<file path="config.mk">
export PLATFORM = sky130hd
export DESIGN_NAME = blink_ctrl
export DESIGN_NICKNAME = d
export VERILOG_FILES = /design/src/verilog/blink_pkg.sv /design/src/verilog/blink_ctrl.sv
export SDC_FILE = /design/constraint.sdc
export NUM_CORES = 1
export LEC_CHECK = 0
export BUFFER_PORTS_ARGS = -buffer_cell sky130_fd_sc_hd__buf_2
export CORE_ASPECT_RATIO = 1.2
export CORE_MARGIN = 3
export CORE_UTILIZATION = 50
export DETAILED_ROUTE_END_ITERATION = 10
export PLACE_DENSITY = 0.7
export SYNTH_ARGS = -nofsm -noshare
export SYNTH_HDL_FRONTEND = slang
export SYNTH_SLANG_ARGS = --single-unit
export TNS_END_PERCENT = 50
</file>
<file path="constraint.sdc">
create_clock -name clk_in -period 9.1 [get_ports clk_in]
set_clock_uncertainty 0.1 [all_clocks]
set_input_delay 0 -clock clk_in [delete_from_list [all_inputs] [get_ports clk_in]]
set_output_delay 0 -clock clk_in [all_outputs]
set_load 0.02 [all_outputs]
</file>
<file path="src/verilog/blink_pkg.sv">
/*
 * Shared constants and state type for the single-line blink command controller.
 * Assumes a 25 MHz free-running clock standing in for the internal oscillator.
 */
package blink_pkg;

    // clock rate, in kHz so that cycle products stay inside 32 bits
    localparam int unsigned CLK_KHZ = 25000;

    // command timing, in microseconds
    localparam int unsigned WINDOW_US = 500;
    localparam int unsigned QUIET_END_US = 1500;
    // least time rounds up, longest time rounds down
    localparam int unsigned WINDOW_CYCLES = (WINDOW_US * CLK_KHZ + 999) / 1000;
    localparam int unsigned QUIET_END_CYCLES = (QUIET_END_US * CLK_KHZ) / 1000;

    // interval measurement, in milliseconds
    localparam int unsigned ON_STEP_MS = 1;
    localparam int unsigned OFF_STEP_MS = 10;
    localparam int unsigned ON_TIMEOUT_MS = 319;
    localparam int unsigned OFF_TIMEOUT_MS = 3190;
    localparam int unsigned MS_CYCLES = CLK_KHZ * ON_STEP_MS;
    localparam logic [8:0] ON_MAX_STEPS = 9'(ON_TIMEOUT_MS / ON_STEP_MS);
    localparam logic [8:0] OFF_MAX_STEPS = 9'(OFF_TIMEOUT_MS / OFF_STEP_MS);
    localparam logic [3:0] SUB_LAST = 4'(OFF_STEP_MS / ON_STEP_MS - 1);
    localparam logic [3:0] OFF_HALF_MS = 4'(OFF_STEP_MS / 2);

    // command codes are the rising-edge counts inside the command window
    localparam logic [2:0] CMD_RUN = 3'h1;
    localparam logic [2:0] CMD_TRAIN_START = 3'h2;
    localparam logic [2:0] CMD_TRAIN_END = 3'h3;
    localparam logic [2:0] CMD_RUN_ONCE = 3'h4;

    localparam int unsigned SEQ_DEPTH = 3;
    localparam logic [1:0] SEQ_FULL = 2'h3;
    localparam logic LED_RESET = 1'b0;

    typedef enum logic [3:0] {
        ST_STANDBY,
        ST_WINDOW,
        ST_QUIET,
        ST_DEFER,
        ST_FOLLOW,
        ST_PLAY_ON,
        ST_PLAY_OFF,
        ST_TRAIN_ARM,
        ST_TRAIN_ON,
        ST_TRAIN_OFF
    } mode_e;

endpackage

</file>
<file path="src/verilog/blink_ctrl.sv">
/*
 * Mode controller and pulse-count command front end of a single-LED blink driver.
 * Assumes cmd_pulse_in and over_temp_in are plain levels from outside, rst_in is the power-on reset.
 */
// Notes on behaviour
// reset holds all state at defaults
// after reset sit in standby, LED off
// rising edge leaves standby into active modes
// unprogrammed run copies input onto LED
// programmed run plays stored intervals
// run once plays once, then standby
// run once needs a stored sequence
// training captures sequence, LED mirrors input
// over-temperature forces LED off, logic runs
// command window lasts at least 500 us
// count rising edges in window as command
// quiet period ends by 1500 us; host quiet
// input high at window close: execute after quiet
// input low: defer until high, except run
// host holds input high for run
// on intervals in 1 ms steps, min 1
// off intervals in 10 ms steps, min 1
// measurement saturates at 319 ms / 3.19 s
// one edge run, four edges run once
// two edges start training
// three edges end training, store sequence
// synchronise input, time from local clock
`timescale 1ns/1ps
`default_nettype none

module blink_ctrl #(
    parameter int unsigned WINDOW_CYCLES = blink_pkg::WINDOW_CYCLES,
    parameter int unsigned QUIET_END_CYCLES = blink_pkg::QUIET_END_CYCLES,
    parameter int unsigned MS_CYCLES = blink_pkg::MS_CYCLES
) (
    input wire logic clk_in,
    input wire logic rst_in,
    input wire logic cmd_pulse_in,
    input wire logic over_temp_in,
    output logic led_out,
    output logic thermal_shutdown_state_out,
    output logic programmed_out,
    output logic active_out
);

////////////////////////////////////////////////////////////////////////////////
// input synchroniser and edge detection

logic sync1_q;
logic sync2_q;
logic prev_q;
wire rise = sync2_q & ~prev_q;
wire level = sync2_q;

always_ff @(posedge clk_in or posedge rst_in)
begin
    if (rst_in)
    begin
        sync1_q <= 1'b0;
        sync2_q <= 1'b0;
        prev_q <= 1'b0;
    end
    else
    begin
        sync1_q <= cmd_pulse_in;
        sync2_q <= sync1_q;
        prev_q <= sync2_q;
    end
end

////////////////////////////////////////////////////////////////////////////////
// state and bookkeeping registers

blink_pkg::mode_e state_q, state_d;
logic [15:0] timer_q;
logic [2:0] edges_q;
logic level_close_q;
logic [2:0] pend_q, pend_d;
logic training_q, training_d;
logic off_pend_q, off_pend_d;
logic repeat_q, repeat_d;
logic [1:0] idx_q, idx_d;
logic [1:0] pairs_q, pairs_d;
logic [1:0] cap_q, cap_d;
logic [14:0] pre_q;
logic [3:0] sub_q;
logic [8:0] steps_q;
logic [8:0] on_mem_q [0:blink_pkg::SEQ_DEPTH-1];
logic [8:0] off_mem_q [0:blink_pkg::SEQ_DEPTH-1];
logic restart;
logic wr_on;
logic wr_off;
logic led_q;
logic tsd_q;
logic prog_q;
logic active_q;

wire in_window = (state_q == blink_pkg::ST_WINDOW);
wire in_quiet = (state_q == blink_pkg::ST_QUIET);
wire window_end = in_window && (timer_q == 16'(WINDOW_CYCLES - 1));
wire quiet_end = in_quiet && (timer_q == 16'(QUIET_END_CYCLES - 1));
wire programmed = (pairs_q != 2'h0);

// step timing: 1 ms units for on phases, 10 ms units for off phases
wire off_phase = (state_q == blink_pkg::ST_PLAY_OFF) || (state_q == blink_pkg::ST_TRAIN_OFF);
wire ms_tick = (pre_q == 15'(MS_CYCLES - 1));
wire unit_tick = ms_tick && (!off_phase || (sub_q == blink_pkg::SUB_LAST));
wire [8:0] step_max = off_phase ? blink_pkg::OFF_MAX_STEPS : blink_pkg::ON_MAX_STEPS;
wire sat_now = unit_tick && (steps_q == step_max - 9'h001);
wire [8:0] rec_val = sat_now ? step_max : ((steps_q == 9'h000) ? 9'h001 : steps_q);
wire off_ok = (steps_q != 9'h000) || (sub_q >= blink_pkg::OFF_HALF_MS);

// playback compare against the current entry
wire [8:0] cur_on = on_mem_q[idx_q];
wire [8:0] cur_off = off_mem_q[idx_q];
wire on_done = unit_tick && (steps_q + 9'h001 >= cur_on);
wire off_done = unit_tick && (steps_q + 9'h001 >= cur_off);
wire last_entry = (idx_q == pairs_q - 2'h1);

// command execution target, shared by the immediate and deferred paths
wire [2:0] cmd_sel = (state_q == blink_pkg::ST_DEFER) ? pend_q : edges_q;
wire deferred = (state_q == blink_pkg::ST_DEFER);
blink_pkg::mode_e exec_state;
always_comb
begin
    case (cmd_sel)
        blink_pkg::CMD_RUN: exec_state = programmed ? blink_pkg::ST_PLAY_ON : blink_pkg::ST_FOLLOW;
        blink_pkg::CMD_TRAIN_START: exec_state = deferred ? blink_pkg::ST_TRAIN_ON : blink_pkg::ST_TRAIN_ARM;
        blink_pkg::CMD_RUN_ONCE: exec_state = programmed ? blink_pkg::ST_PLAY_ON : blink_pkg::ST_STANDBY;
        default: exec_state = blink_pkg::ST_STANDBY;
    endcase
end
wire exec_clear = (cmd_sel == blink_pkg::CMD_TRAIN_START);

////////////////////////////////////////////////////////////////////////////////
// mode sequencing

always_comb
begin
    state_d = state_q;
    pend_d = pend_q;
    training_d = training_q;
    off_pend_d = off_pend_q;
    repeat_d = repeat_q;
    idx_d = idx_q;
    pairs_d = pairs_q;
    cap_d = cap_q;
    restart = 1'b0;
    wr_on = 1'b0;
    wr_off = 1'b0;
    case (state_q)
        blink_pkg::ST_STANDBY:
            if (rise)
            begin
                state_d = blink_pkg::ST_WINDOW;
                training_d = 1'b0;
                off_pend_d = 1'b0;
            end
        blink_pkg::ST_WINDOW:
            if (window_end)
                state_d = blink_pkg::ST_QUIET;
        blink_pkg::ST_QUIET:
            if (quiet_end && training_q)
            begin
                // the window was opened by a pulse during capture
                if (edges_q == blink_pkg::CMD_TRAIN_END)
                begin
                    pairs_d = cap_q + 2'(off_pend_q);
                    state_d = blink_pkg::ST_STANDBY;
                end
                else if (edges_q == blink_pkg::CMD_RUN && off_pend_q && cap_q == blink_pkg::SEQ_FULL - 2'h1)
                begin
                    pairs_d = blink_pkg::SEQ_FULL;
                    state_d = blink_pkg::ST_STANDBY;
                end
                else if (edges_q == blink_pkg::CMD_RUN)
                begin
                    cap_d = cap_q + 2'(off_pend_q);
                    state_d = blink_pkg::ST_TRAIN_ON;
                end
                else
                    state_d = blink_pkg::ST_STANDBY;
            end
            else if (quiet_end)
            begin
                if (level_close_q)
                begin
                    state_d = exec_state;
                    restart = 1'b1;
                    idx_d = 2'h0;
                    repeat_d = (edges_q == blink_pkg::CMD_RUN);
                    if (exec_clear)
                    begin
                        pairs_d = 2'h0;
                        cap_d = 2'h0;
                    end
                end
                else if (edges_q == blink_pkg::CMD_RUN)
                    state_d = blink_pkg::ST_STANDBY;
                else
                begin
                    state_d = blink_pkg::ST_DEFER;
                    pend_d = edges_q;
                end
            end
        blink_pkg::ST_DEFER:
            if (rise)
            begin
                state_d = exec_state;
                restart = 1'b1;
                idx_d = 2'h0;
                repeat_d = 1'b0;
                if (exec_clear)
                begin
                    pairs_d = 2'h0;
                    cap_d = 2'h0;
                end
            end
        blink_pkg::ST_FOLLOW:
            if (!level)
                state_d = blink_pkg::ST_STANDBY;
        blink_pkg::ST_PLAY_ON:
            if (!level)
                state_d = blink_pkg::ST_STANDBY;
            else if (on_done)
            begin
                state_d = blink_pkg::ST_PLAY_OFF;
                restart = 1'b1;
            end
        blink_pkg::ST_PLAY_OFF:
            if (!level)
                state_d = blink_pkg::ST_STANDBY;
            else if (off_done && last_entry && !repeat_q)
                state_d = blink_pkg::ST_STANDBY;
            else if (off_done)
            begin
                state_d = blink_pkg::ST_PLAY_ON;
                restart = 1'b1;
                idx_d = last_entry ? 2'h0 : idx_q + 2'h1;
            end
        blink_pkg::ST_TRAIN_ARM:
            if (rise)
            begin
                state_d = blink_pkg::ST_WINDOW;
                training_d = 1'b1;
                off_pend_d = 1'b0;
                restart = 1'b1;
            end
        blink_pkg::ST_TRAIN_ON:
            if (!level || sat_now)
            begin
                wr_on = 1'b1;
                state_d = blink_pkg::ST_TRAIN_OFF;
                restart = 1'b1;
            end
        blink_pkg::ST_TRAIN_OFF:
            if (sat_now)
            begin
                wr_off = 1'b1;
                pairs_d = cap_q + 2'h1;
                state_d = blink_pkg::ST_STANDBY;
            end
            else if (rise)
            begin
                wr_off = off_ok;
                off_pend_d = off_ok;
                training_d = 1'b1;
                state_d = blink_pkg::ST_WINDOW;
                restart = 1'b1;
            end
        default:
            state_d = blink_pkg::ST_STANDBY;
    endcase
end

always_ff @(posedge clk_in or posedge rst_in)
begin
    if (rst_in)
    begin
        state_q <= blink_pkg::ST_STANDBY;
        pend_q <= 3'h0;
        training_q <= 1'b0;
        off_pend_q <= 1'b0;
        repeat_q <= 1'b0;
        idx_q <= 2'h0;
        pairs_q <= 2'h0;
        cap_q <= 2'h0;
    end
    else
    begin
        state_q <= state_d;
        pend_q <= pend_d;
        training_q <= training_d;
        off_pend_q <= off_pend_d;
        repeat_q <= repeat_d;
        idx_q <= idx_d;
        pairs_q <= pairs_d;
        cap_q <= cap_d;
    end
end

////////////////////////////////////////////////////////////////////////////////
// command window timer and edge counter

wire [15:0] timer_d = (in_window || in_quiet) ? timer_q + 16'h0001 : 16'h0000;
wire opening = (state_d == blink_pkg::ST_WINDOW) && !in_window;
// saturating count keeps stray bursts from wrapping onto a valid code
wire [2:0] edges_d = opening ? 3'h1 : ((in_window && rise && edges_q != 3'h7) ? edges_q + 3'h1 : edges_q);

always_ff @(posedge clk_in or posedge rst_in)
begin
    if (rst_in)
    begin
        timer_q <= 16'h0000;
        edges_q <= 3'h0;
        level_close_q <= 1'b0;
    end
    else
    begin
        timer_q <= timer_d;
        edges_q <= edges_d;
        level_close_q <= window_end ? level : level_close_q;
    end
end

////////////////////////////////////////////////////////////////////////////////
// interval step timer

wire [14:0] pre_d = (restart || ms_tick) ? 15'h0000 : pre_q + 15'h0001;
wire [3:0] sub_d = restart ? 4'h0 : (ms_tick ? ((sub_q == blink_pkg::SUB_LAST) ? 4'h0 : sub_q + 4'h1) : sub_q);
wire [8:0] steps_d = restart ? 9'h000 : ((unit_tick && steps_q != step_max) ? steps_q + 9'h001 : steps_q);

always_ff @(posedge clk_in or posedge rst_in)
begin
    if (rst_in)
    begin
        pre_q <= 15'h0000;
        sub_q <= 4'h0;
        steps_q <= 9'h000;
    end
    else
    begin
        pre_q <= pre_d;
        sub_q <= sub_d;
        steps_q <= steps_d;
    end
end

////////////////////////////////////////////////////////////////////////////////
// sequence memory, one on and one off interval per entry

genvar gi;
generate
    for (gi = 0; gi < blink_pkg::SEQ_DEPTH; gi++)
    begin : g_entry
        wire hit = (cap_q == 2'(gi));
        always_ff @(posedge clk_in or posedge rst_in)
        begin
            if (rst_in)
            begin
                on_mem_q[gi] <= 9'h000;
                off_mem_q[gi] <= 9'h000;
            end
            else
            begin
                on_mem_q[gi] <= (wr_on && hit) ? rec_val : on_mem_q[gi];
                off_mem_q[gi] <= (wr_off && hit) ? rec_val : off_mem_q[gi];
            end
        end
    end
endgenerate

////////////////////////////////////////////////////////////////////////////////
// outputs

wire mirror = (state_q == blink_pkg::ST_FOLLOW) || (state_q == blink_pkg::ST_TRAIN_ARM) ||
    (state_q == blink_pkg::ST_TRAIN_ON) || ((in_window || in_quiet) && training_q);
wire led_want = (mirror && level) || (state_q == blink_pkg::ST_PLAY_ON);
// thermal shutdown only gates the driver; the sequencer keeps its place
wire led_d = led_want && !over_temp_in;

always_ff @(posedge clk_in or posedge rst_in)
begin
    if (rst_in)
    begin
        led_q <= blink_pkg::LED_RESET;
        tsd_q <= 1'b0;
        prog_q <= 1'b0;
        active_q <= 1'b0;
    end
    else
    begin
        led_q <= led_d;
        tsd_q <= over_temp_in;
        prog_q <= programmed;
        active_q <= (state_q != blink_pkg::ST_STANDBY);
    end
end

assign led_out = led_q;
assign thermal_shutdown_state_out = tsd_q;
assign programmed_out = prog_q;
assign active_out = active_q;

////////////////////////////////////////////////////////////////////////////////
// checks

a_standby_dark: assert property (@(posedge clk_in) disable iff (rst_in)
    (state_q == blink_pkg::ST_STANDBY) |=> !led_q)
    else $error("led lit out of standby state");

a_wake_on_edge: assert property (@(posedge clk_in) disable iff (rst_in)
    (state_q == blink_pkg::ST_STANDBY && rise) |=> (state_q == blink_pkg::ST_WINDOW && edges_q == 3'h1))
    else $error("rising edge did not open the command window");

a_follow_copy: assert property (@(posedge clk_in) disable iff (rst_in)
    (state_q == blink_pkg::ST_FOLLOW && !over_temp_in) |=> (led_q == $past(sync2_q)))
    else $error("led does not follow input in run");

a_thermal_dark: assert property (@(posedge clk_in) disable iff (rst_in)
    over_temp_in |=> (!led_q && tsd_q))
    else $error("led lit during thermal shutdown");

a_window_hold: assert property (@(posedge clk_in) disable iff (rst_in)
    (in_window && timer_q < 16'(WINDOW_CYCLES - 1)) |=> in_window)
    else $error("command window closed early");

a_quiet_bound: assert property (@(posedge clk_in) disable iff (rst_in)
    in_quiet |-> (timer_q <= 16'(QUIET_END_CYCLES - 1)))
    else $error("quiet period overran its end");

a_defer_low: assert property (@(posedge clk_in) disable iff (rst_in)
    (quiet_end && !training_q && !level_close_q && edges_q >= blink_pkg::CMD_TRAIN_START &&
    edges_q <= blink_pkg::CMD_RUN_ONCE) |=> (state_q == blink_pkg::ST_DEFER && pend_q == $past(edges_q)))
    else $error("low input did not defer the command");

a_run_once_empty: assert property (@(posedge clk_in) disable iff (rst_in)
    (quiet_end && !training_q && level_close_q && edges_q == blink_pkg::CMD_RUN_ONCE && !programmed)
    |=> (state_q == blink_pkg::ST_STANDBY))
    else $error("run once played with nothing stored");

a_once_ends: assert property (@(posedge clk_in) disable iff (rst_in)
    (state_q == blink_pkg::ST_PLAY_OFF && off_done && last_entry && !repeat_q) |=>
    (state_q == blink_pkg::ST_STANDBY))
    else $error("run once did not return to standby");

a_step_sat: assert property (@(posedge clk_in) disable iff (rst_in)
    (steps_q == step_max && !restart && state_q == $past(state_q)) |=> (steps_q == $past(steps_q)))
    else $error("interval counter passed its timeout");

endmodule

`default_nettype wire

</file>
# Word level (Yosys, flattened, before mapping)
# Index checks and enable logic that the tools add are counted.
# Widths: inputs -> output; s select.
[classes]
n_addsub = 9
order_cmp = 4
eq_ne = 43
muxes = 95
bitwise = 6
reduce_logical = 62
[op_table]
columns = ["cell", "n"]
rows = [
  ["$mux 4", 21],
  ["$mux 9", 8],
  ["$mux 2", 25],
  ["$bmux 9 s2", 2],
  ["$pmux 4 s9", 1],
  ["$logic_and 1x1->1", 24],
  ["$mux 1", 24],
  ["$ne 2x2->1 const B", 10],
  ["$ge 9x9->1", 2],
  ["$add 16x1->16 const B", 1],
  ["$eq 16x14->1 const B", 1],
  ["$eq 16x16->1 const B", 1],
  ["$eq 4x3->1 const B", 4],
  ["$mux 16", 1],
  ["$add 15x1->15 const B", 1],
  ["$eq 15x15->1 const B", 1],
  ["$mux 15", 1],
  ["$eq 4x4->1 const B", 3],
  ["$mux 3", 4],
  ["$pmux 2 s3", 2],
  ["$pmux 4 s3", 1],
  ["$reduce_bool 2->1", 6],
  ["$logic_or 1x1->1", 10],
  ["$reduce_and 5->1", 2],
  ["other kinds (43)", 63],
]
[word_totals]
reg_bits = 125
in_bits = 4
output_inout_bits = 4
word_cells = 246

# Depth between registers and ports, before layout
# Gate-level depths: netlist of the first run.
[logic_depth]
depth_word = 14
mapped_depth = 15
ltp_nobuf = 12

# Worst setup path after synthesis of the first run
# OpenSTA, ideal clock, no wires.
[synth_timing]
kind = "register -> register"
startpoint = "register idx_q[1]"
endpoint = "register sub_q[0]"
setup_time_ps = 72
arrival_time_ps = 3348
required_ps = 8928
path_slack_ps = 5580
stages_incl_launch_ff = 16
n_path_buf = 4
period_less_slack_ps = 3520
cell_sequence = "dfrtp_1 -> clkbuf_1 -> buf_1 -> inv_1 -> clkbuf_1 -> a31oi_1 -> ha_1 -> a21oi_1 -> nor2b_1 -> a2111oi_0 -> o221ai_1 -> and3_1 -> a32o_1 -> a31o_2 -> buf_2 -> nor2_1"
[synth_between]
elab_chain_len = 12
word_cells_on_any_way = 22
classes_between = "order compare (2); eq/ne (1); mux (13); bitwise (1); reduce/logical (5)"
[synth_rtl]
columns = ["item", "line", "rtl"]
rows = [
  ["start, declared", "blink_ctrl.sv:82", "logic [1:0] idx_q, idx_d;"],
  ["start signal, assigned", "blink_ctrl.sv:296", "idx_q <= idx_d;"],
  ["$not 2->3 (not written as such)", "blink_ctrl.sv:114, blink_ctrl.sv:115", ""],
  ["$bmux 9 s2", "blink_ctrl.sv:115", "wire [8:0] cur_off = off_mem_q[idx_q];"],
  ["$mux 9 (not written as such) (2 in series)", "blink_ctrl.sv:115", ""],
  ["$ge 9x9->1", "blink_ctrl.sv:117", "wire off_done = unit_tick && (steps_q + 9'h001 >= cur_off);"],
  ["$logic_and 1x1->1", "blink_ctrl.sv:117", ""],
  ["$logic_and 1x1->1 (2 in series)", "blink_ctrl.sv:233", "else if (off_done && last_entry && !repeat_q)"],
  ["$mux 1", "blink_ctrl.sv:233", ""],
  ["$mux 1", "blink_ctrl.sv:231", "if (!level)"],
  ["$pmux 1 s6 (*)", "blink_ctrl.sv:151", "case (state_q)"],
  ["$mux 4 or $reduce_bool 2->1 (tied branches)", "-", ""],
  ["end signal, assigned", "blink_ctrl.sv:344", "sub_q <= sub_d;"],
  ["end, declared", "blink_ctrl.sv:86", "logic [3:0] sub_q;"],
]
# Every way passes the cells marked *; elsewhere a longest branch is shown, timed or not. The select of a mux whose other input is x is not followed.
# A chain may end at the register's enable or synchronous reset.

==> results.yml, run 1 <==
floorplanning:
  core_um2: 13800
  die_y_um: 136
  dieArea_um2: 15700
  io-pin-count: 8
  row_count: 47
  fp.dieW_um: 115
  start_util_pct: 51.3
place:
  hpwl_um: 11400
  portBuffers: 7
  placedInstanceArea_um2: 7220
  gp_congestion: 0.947
routing:
  viasPerCell: 5.94
  drtIter0Drc: 431
  wl_per_cell_um: 18.0
  num_vias: 5376
  antenna_left: 0
  wl_um: 16300
  drc: 0
  drt-pass1-iter-count: 6
cts:
  cts_root_buf: "clkbuf_16"
  clk_path_buf_depth: 2
  clock_sinks: 125
  clk_pin_slew_ns: 0.06
  htree_num_levels: 4
  cts_setup_buffers: 0
  cts_tree: "done"
  clock_latency_ns: 0.43
  cts-buffers-inserted: 17
grt:
  grt_pass1_vias: 5435
  grt_max_degree: 89
  grt_overflow: 0
  grt_usage_pct: 22.6
  antenna_found_initial: 0
  grt_first_pass_wirelength_um: 27400
critical_path:
  path_buf_inv: 0
  crit_required_ns: 9.28
  critPathTopFamily: "compound AO/OA/AOI/OAI gates"
  cp-start-kind: "register"
  cp_data_arrival_time_ns: 3.94
  endpoint_kind: "register"
  crit_chain: "nor2b_1, a21oi_1, ha_1, a211o_1, a21oi_1, o21ai_0, o21a_1, or2_2, a311oi_4, o32ai_1"
  cpMaxStageDelayCell: "dfrtp_1"
  cpPeakStageDelay_ns: 1.03
  worstSetupPathType: "reg -> reg"
  reg2reg_slack_ns: 5.34
  crit_fanout: 35
  crit_top_cell: "a21oi_1"
timing:
  finalSetupViolCount: 0
  min_period_ns: 3.76
  hold_violations: 0
  max_freq_ghz: 0.266
  slew_violations: 0
  timing.final.crit_share_pct: 41.3
  rsz0062_at_grt: "no"
  final.setup.tns_ns: 0
  relSlewSlack_pct: 24.1
  worst_pin_slew_ns: 1.14
pwr:
  p_per_area_nw_per_um2: 188
  leakage_uw: 0.00351
  vdd_drop_max_uv: 132
  total_power_uw: 1490
synth:
  async_reset_ff_share_pct: 100
  syn_area_um2: 7090
  syn-instance-count: 724
  synthFlopType: "dfrtp_1"
  synth-seq-cells: 125
  yosysSeqAreaShare_pct: 44.1
  synth_cell_types: 76
  synthTopCellsByCount: "125 x dfrtp_1, 84 x nor2_1, 74 x nand2_1"
  yosysMostFrequentCell: "dfrtp_1"
  synth_area_leaders: "dfrtp_1 44%, mux2_2 6.4%, ha_1 6.0%"
  syn-num-nets: 762
  synth_top_cell_by_area: "dfrtp_1"
  synth_edf_count: 0
  yosysWarnings: 0
  syn_avg_cell_area_um2: 9.80
  netlist.area_leader.share_pct: 44.1
status:
  status: "finished, final reports clean"
final_layout:
  fin_area_um2: 7930
  layout-drive-gt1-share_pct: 15.4
  final_nets: 759
  antenna_cells: 0
  syn_to_final_growth_pct: 11.8
flow_run:
  maxCapViolCount: 0
hold_path:
  min_path_type: "in -> async"
[tightest hold or removal path, cell delays in order]
cell,delay [ns]
dlygate4sd3_1,0.53
buf_2,0.13
inv_4,0.34
[final timing paths]
check                                           from                              endpoint  cells past startpoint
max in group asynchronous                     rst_in               on_mem_q[8]$_DFFE_PP0P_                      4
worst max register to register  idx_q[0]$_DFFE_PP0P_                off_pend_q$_DFFE_PP0P_                     10
worst min-delay path                          rst_in  thermal_shutdown_state_out$_DFF_PP0_                      3
min in group clk_in                     cmd_pulse_in                     sync1_q$_DFF_PP0_                      2
worst min register to register     sync1_q$_DFF_PP0_                       level$_DFF_PP0_                      0
worst max-delay path            idx_q[0]$_DFFE_PP0P_                off_pend_q$_DFFE_PP0P_                     10
[sequential cells by signal, summed over array words and instances (netlist names), 2 cells and up]
signal and cells:
off_mem_q 27, on_mem_q 27, timer_q 16, pre_q 15, steps_q 9, state_q 4
sub_q 4, edges_q 3, pend_q 3, cap_q 2, idx_q 2, pairs_q 2
[metal layers]
metal | GRT usage [%] | share of wire, % | wire [um]
met1 | 28.2 | 44 | 7200
met2 | 37.4 | 50 | 8170
met5 | 0 | 0 | 0
met4 | 10.2 | 2.6 | 426
met3 | 4.76 | 3.3 | 545
[cells by family after synthesis]
kind of cell	synth area share (%)
compound gates	12.0
simple gates	20.4
xor+xnor	5.19
mux	9.03
fa+ha+maj	6.00
flops	44.1
buf+inv	3.21
[final cells by class]
class	count	area (um^2)
well taps	171	214
clock buffers	22	494
clock inverters	10	183
flip-flops and latches	125	3130
repair buffers	12	80.1
multi-input cells	541	3740
fillers	1167	5890
inverters	24	92.6
[layout by cell type (no fill, tap or decap), types with 7 or more instances in the layout]
| cell type | count |
|---|---|
| nor2_1 | 84 |
| nor2b_1 | 11 |
| o21ai_0 | 41 |
| ha_1 | 34 |
| a31oi_1 | 14 |
| mux2i_1 | 19 |
| and3_1 | 9 |
| nand3_1 | 21 |
| xnor2_1 | 15 |
| or3_1 | 9 |
| nand4_1 | 9 |
| dfrtp_1 | 125 |
| buf_2 | 7 |
| nand2_1 | 74 |
| inv_1 | 22 |
| mux2_2 | 40 |
| clkbuf_16 | 17 |
| nand2b_1 | 7 |
| a21oi_1 | 30 |
| xor2_1 | 27 |
[where the power goes]
part / internal (uW) / switching (uW) / leakage [uW]
Combinational: 46.7 / 73.0 / 0.00148
Clock: 521 / 248 / 0.000324
Sequential: 575 / 29.7 / 0.00170
[repair_timing]
action                                  CTS  global route
endpoints found under the setup margin    0             0
gates resized for setup                   0             0
endpoints found under the hold margin    40             0
hold buffers                              3             0
[metrics by stage]
stage | setup slack [ns] | std cells | hold slack, ns | utilization (%)
5_1_grt | 5.11 | 905 | 0.0848 | 57.4
3_3_place_gp | 5.53 | 870 | -0.0477 | 52.2
2_1_floorplan | 5.58 | 724 | -0.0686 | -
6_report | 5.34 | 905 | 0.0471 | 57.4
3_5_place_dp | 5.44 | 870 | -0.0408 | 52.2
4_1_cts | 5.40 | 905 | 0.0591 | 57.4
(Power assumes the default switching activity.)
==> run 2: changes to the inputs <==
- PLACE_DENSITY: 0.7 -> 0.73
- clock period: 9.1 -> 3.1 ns (I/O delays scaled with it)
==> run 2 against run 1 <==
Effect of this change:
- clock power rose by 140%
- critical path depth rose by 2
- power rose to 2.6 times the previous value
- cell area rose by 7.0%
- global-route usage rose by 0.35 points
- sequential power rose to 2.9 times the previous value
- highest routed layer unchanged
==> results.yml, run 2 (synthesized netlist as in run 1, its figures left out) <==
cts:
  clock_sinks: 125
  clk_path_buf_depth: 2
  cts_tree: "done"
  cts_root_buf: "clkbuf_16"
  clk_pin_slew_ns: 0.06
  htree_num_levels: 4
  clock_latency_ns: 0.43
  cts-buffers-inserted: 17
routing:
  wl_met2_um: 8730
  wl_met1_um: 7230
  drt-pass1-iter-count: 5
  viasPerCell: 5.83
  wl_um: 17100
  dr.max_layer_used: "met4"
  antenna_left: 0
  wl_per_cell_um: 17.8
  drc: 0
  drtIter0Drc: 476
  wl_met3_um: 559
  num_vias: 5618
timing:
  finalSetupViolCount: 0
  min_period_ns: 3.01
  slew_violations: 0
  fin_ws_ns: 0.0871
  relSlewSlack_pct: 36.2
  hold_violations: 0
  worst_pin_slew_ns: 0.953
  timing.final.crit_share_pct: 97.2
  max_freq_ghz: 0.332
final_layout:
  layout-drive-gt1-share_pct: 25.0
  largest_registers: "off_mem_q: 27 flops, on_mem_q: 27 flops, timer_q: 16 flops"
  antenna_cells: 0
  final_nets: 818
  layout_common_cells: "123 x dfrtp_1, 81 x nor2_1, 74 x nand2_1"
  final_common_cell: "dfrtp_1"
  syn_to_final_growth_pct: 19.6
  fin_area_um2: 8480
critical_path:
  worstSetupPathType: "reg -> reg"
  cp_data_arrival_time_ns: 3.26
  endpoint_kind: "register"
  reg2reg_slack_ns: 0.09
  crit_required_ns: 3.35
  cp-start-kind: "register"
  startpoint: "idx_q[1]$_DFFE_PP0P_"
  rr_worst_depth: 12
  crit_fanout: 7
  reg2reg_from: "idx_q[1]$_DFFE_PP0P_"
  r2r-end: "steps_q[5]$_DFFE_PP0P_"
pwr:
  leakage_uw: 0.00381
  comb_power_share_pct: 9.0
  switchingPower_uw: 1020
  power.share.switching_pct: 26.0
  power_frac_clock_pct: 45.8
  p_int_uw: 2920
  p_per_area_nw_per_um2: 464
  vdd_drop_max_uv: 362
  seqPwrFrac_pct: 45.1
place:
  portBuffers: 7
  placedInstanceArea_um2: 7650
  hpwl_um: 12000
  gp_congestion: 0.944
  place_ws_ns: -0.181
flow_run:
  maxCapViolCount: 0
grt:
  antenna_found_initial: 0
  grt_first_pass_wirelength_um: 28100
  grt_overflow: 0
  grt_pass1_vias: 5727
  grt_usage_pct: 22.9
  grt_max_degree: 126
hold_path:
  min_path_type: "in -> reg"
  hold_end: "sync1_q$_DFF_PP0_"
  min_path_cells: 2
  min-delay-start: "cmd_pulse_in"
floorplanning:
  die_y_um: 136
  dieArea_um2: 15700
  row_count: 47
  core_um2: 13800
  io-pin-count: 8
  fp.dieW_um: 115
  start_util_pct: 51.3
status:
  status: "finished, final reports clean"
## run 2: per-stage QoR
step	utilization (%)	total power (uW)	TNS (ns)	std cells	hold WS (ns)
2_1_floorplan	-	2050	-0.424	724	-0.0686
3_3_place_gp	55.4	2150	-1.10	921	0.0119
3_5_place_dp	55.4	2150	-1.98	921	0.0105
4_1_cts	59.8	3960	0	957	0.104
5_1_grt	61.4	4100	-0.164	964	0.110
6_report	61.4	3940	0	964	0.113
## run 2: worst max path at each step
stage | cells after the start | to | slack, ns
floorplan | 13 | off_pend_q$_DFFE_PP0P_ | -0.13
global placement | 12 | off_pend_q$_DFFE_PP0P_ | -0.11
detailed placement | 12 | off_pend_q$_DFFE_PP0P_ | -0.18
CTS | 13 | sub_q[1]$_DFFE_PP0N_ | 0.004
global route | 13 | sub_q[3]$_DFFE_PP0N_ | -0.03
finish | 12 | steps_q[5]$_DFFE_PP0P_ | 0.09
## run 2: timing repair
item / CTS / global route
hold buffers: 3 / 0
endpoints found under the hold margin: 128 / 0
pin swaps: 5 / 9
setup endpoints to repair: 19 / 21
cloned: 0 / 2
setup buffers: 1 / 5
gates resized for setup: 9 / 29
## run 2: layout make-up
class                           count  area (um^2)
Sequential cell                   125         3130
Inverter                           24         97.6
Timing Repair Buffer               70          578
Fill cell                        1123         5340
Clock buffer                       19          433
Clock inverter                     13          101
Multi-Input combinational cell    542         3930
Tap cell                          171          214
## run 2: power groups by stage
stage          registers [uW]  logic [uW]  clock network [uW]
2_1_floorplan            1770         279                   0
3_3_place_gp             1800         347                   0
3_5_place_dp             1800         356                   0
4_1_cts                  1770         360                1830
5_1_grt                  1790         414                1900
6_report                 1780         356                1810
## run 2: per-layer routing
metal / global-route usage [%] / vias up
met1: 27.7 / 2764
met5: 0 / -
met4: 10.4 / 0
li1: - / 2677
met2: 39.1 / 131
met3: 4.81 / 46
## run 2: worst max-delay path, cell delays in order (launching register included)
cell	delay, ns
dfrtp_2	0.45
buf_12	0.15
buf_4	0.15
mux2i_1	0.19
nor2_1	0.07
a31oi_2	0.23
ha_4	0.26
a2111oi_4	0.27
o221ai_1	0.16
and3_4	0.20
a32o_2	0.29
a31o_4	0.30
nor2_1	0.12
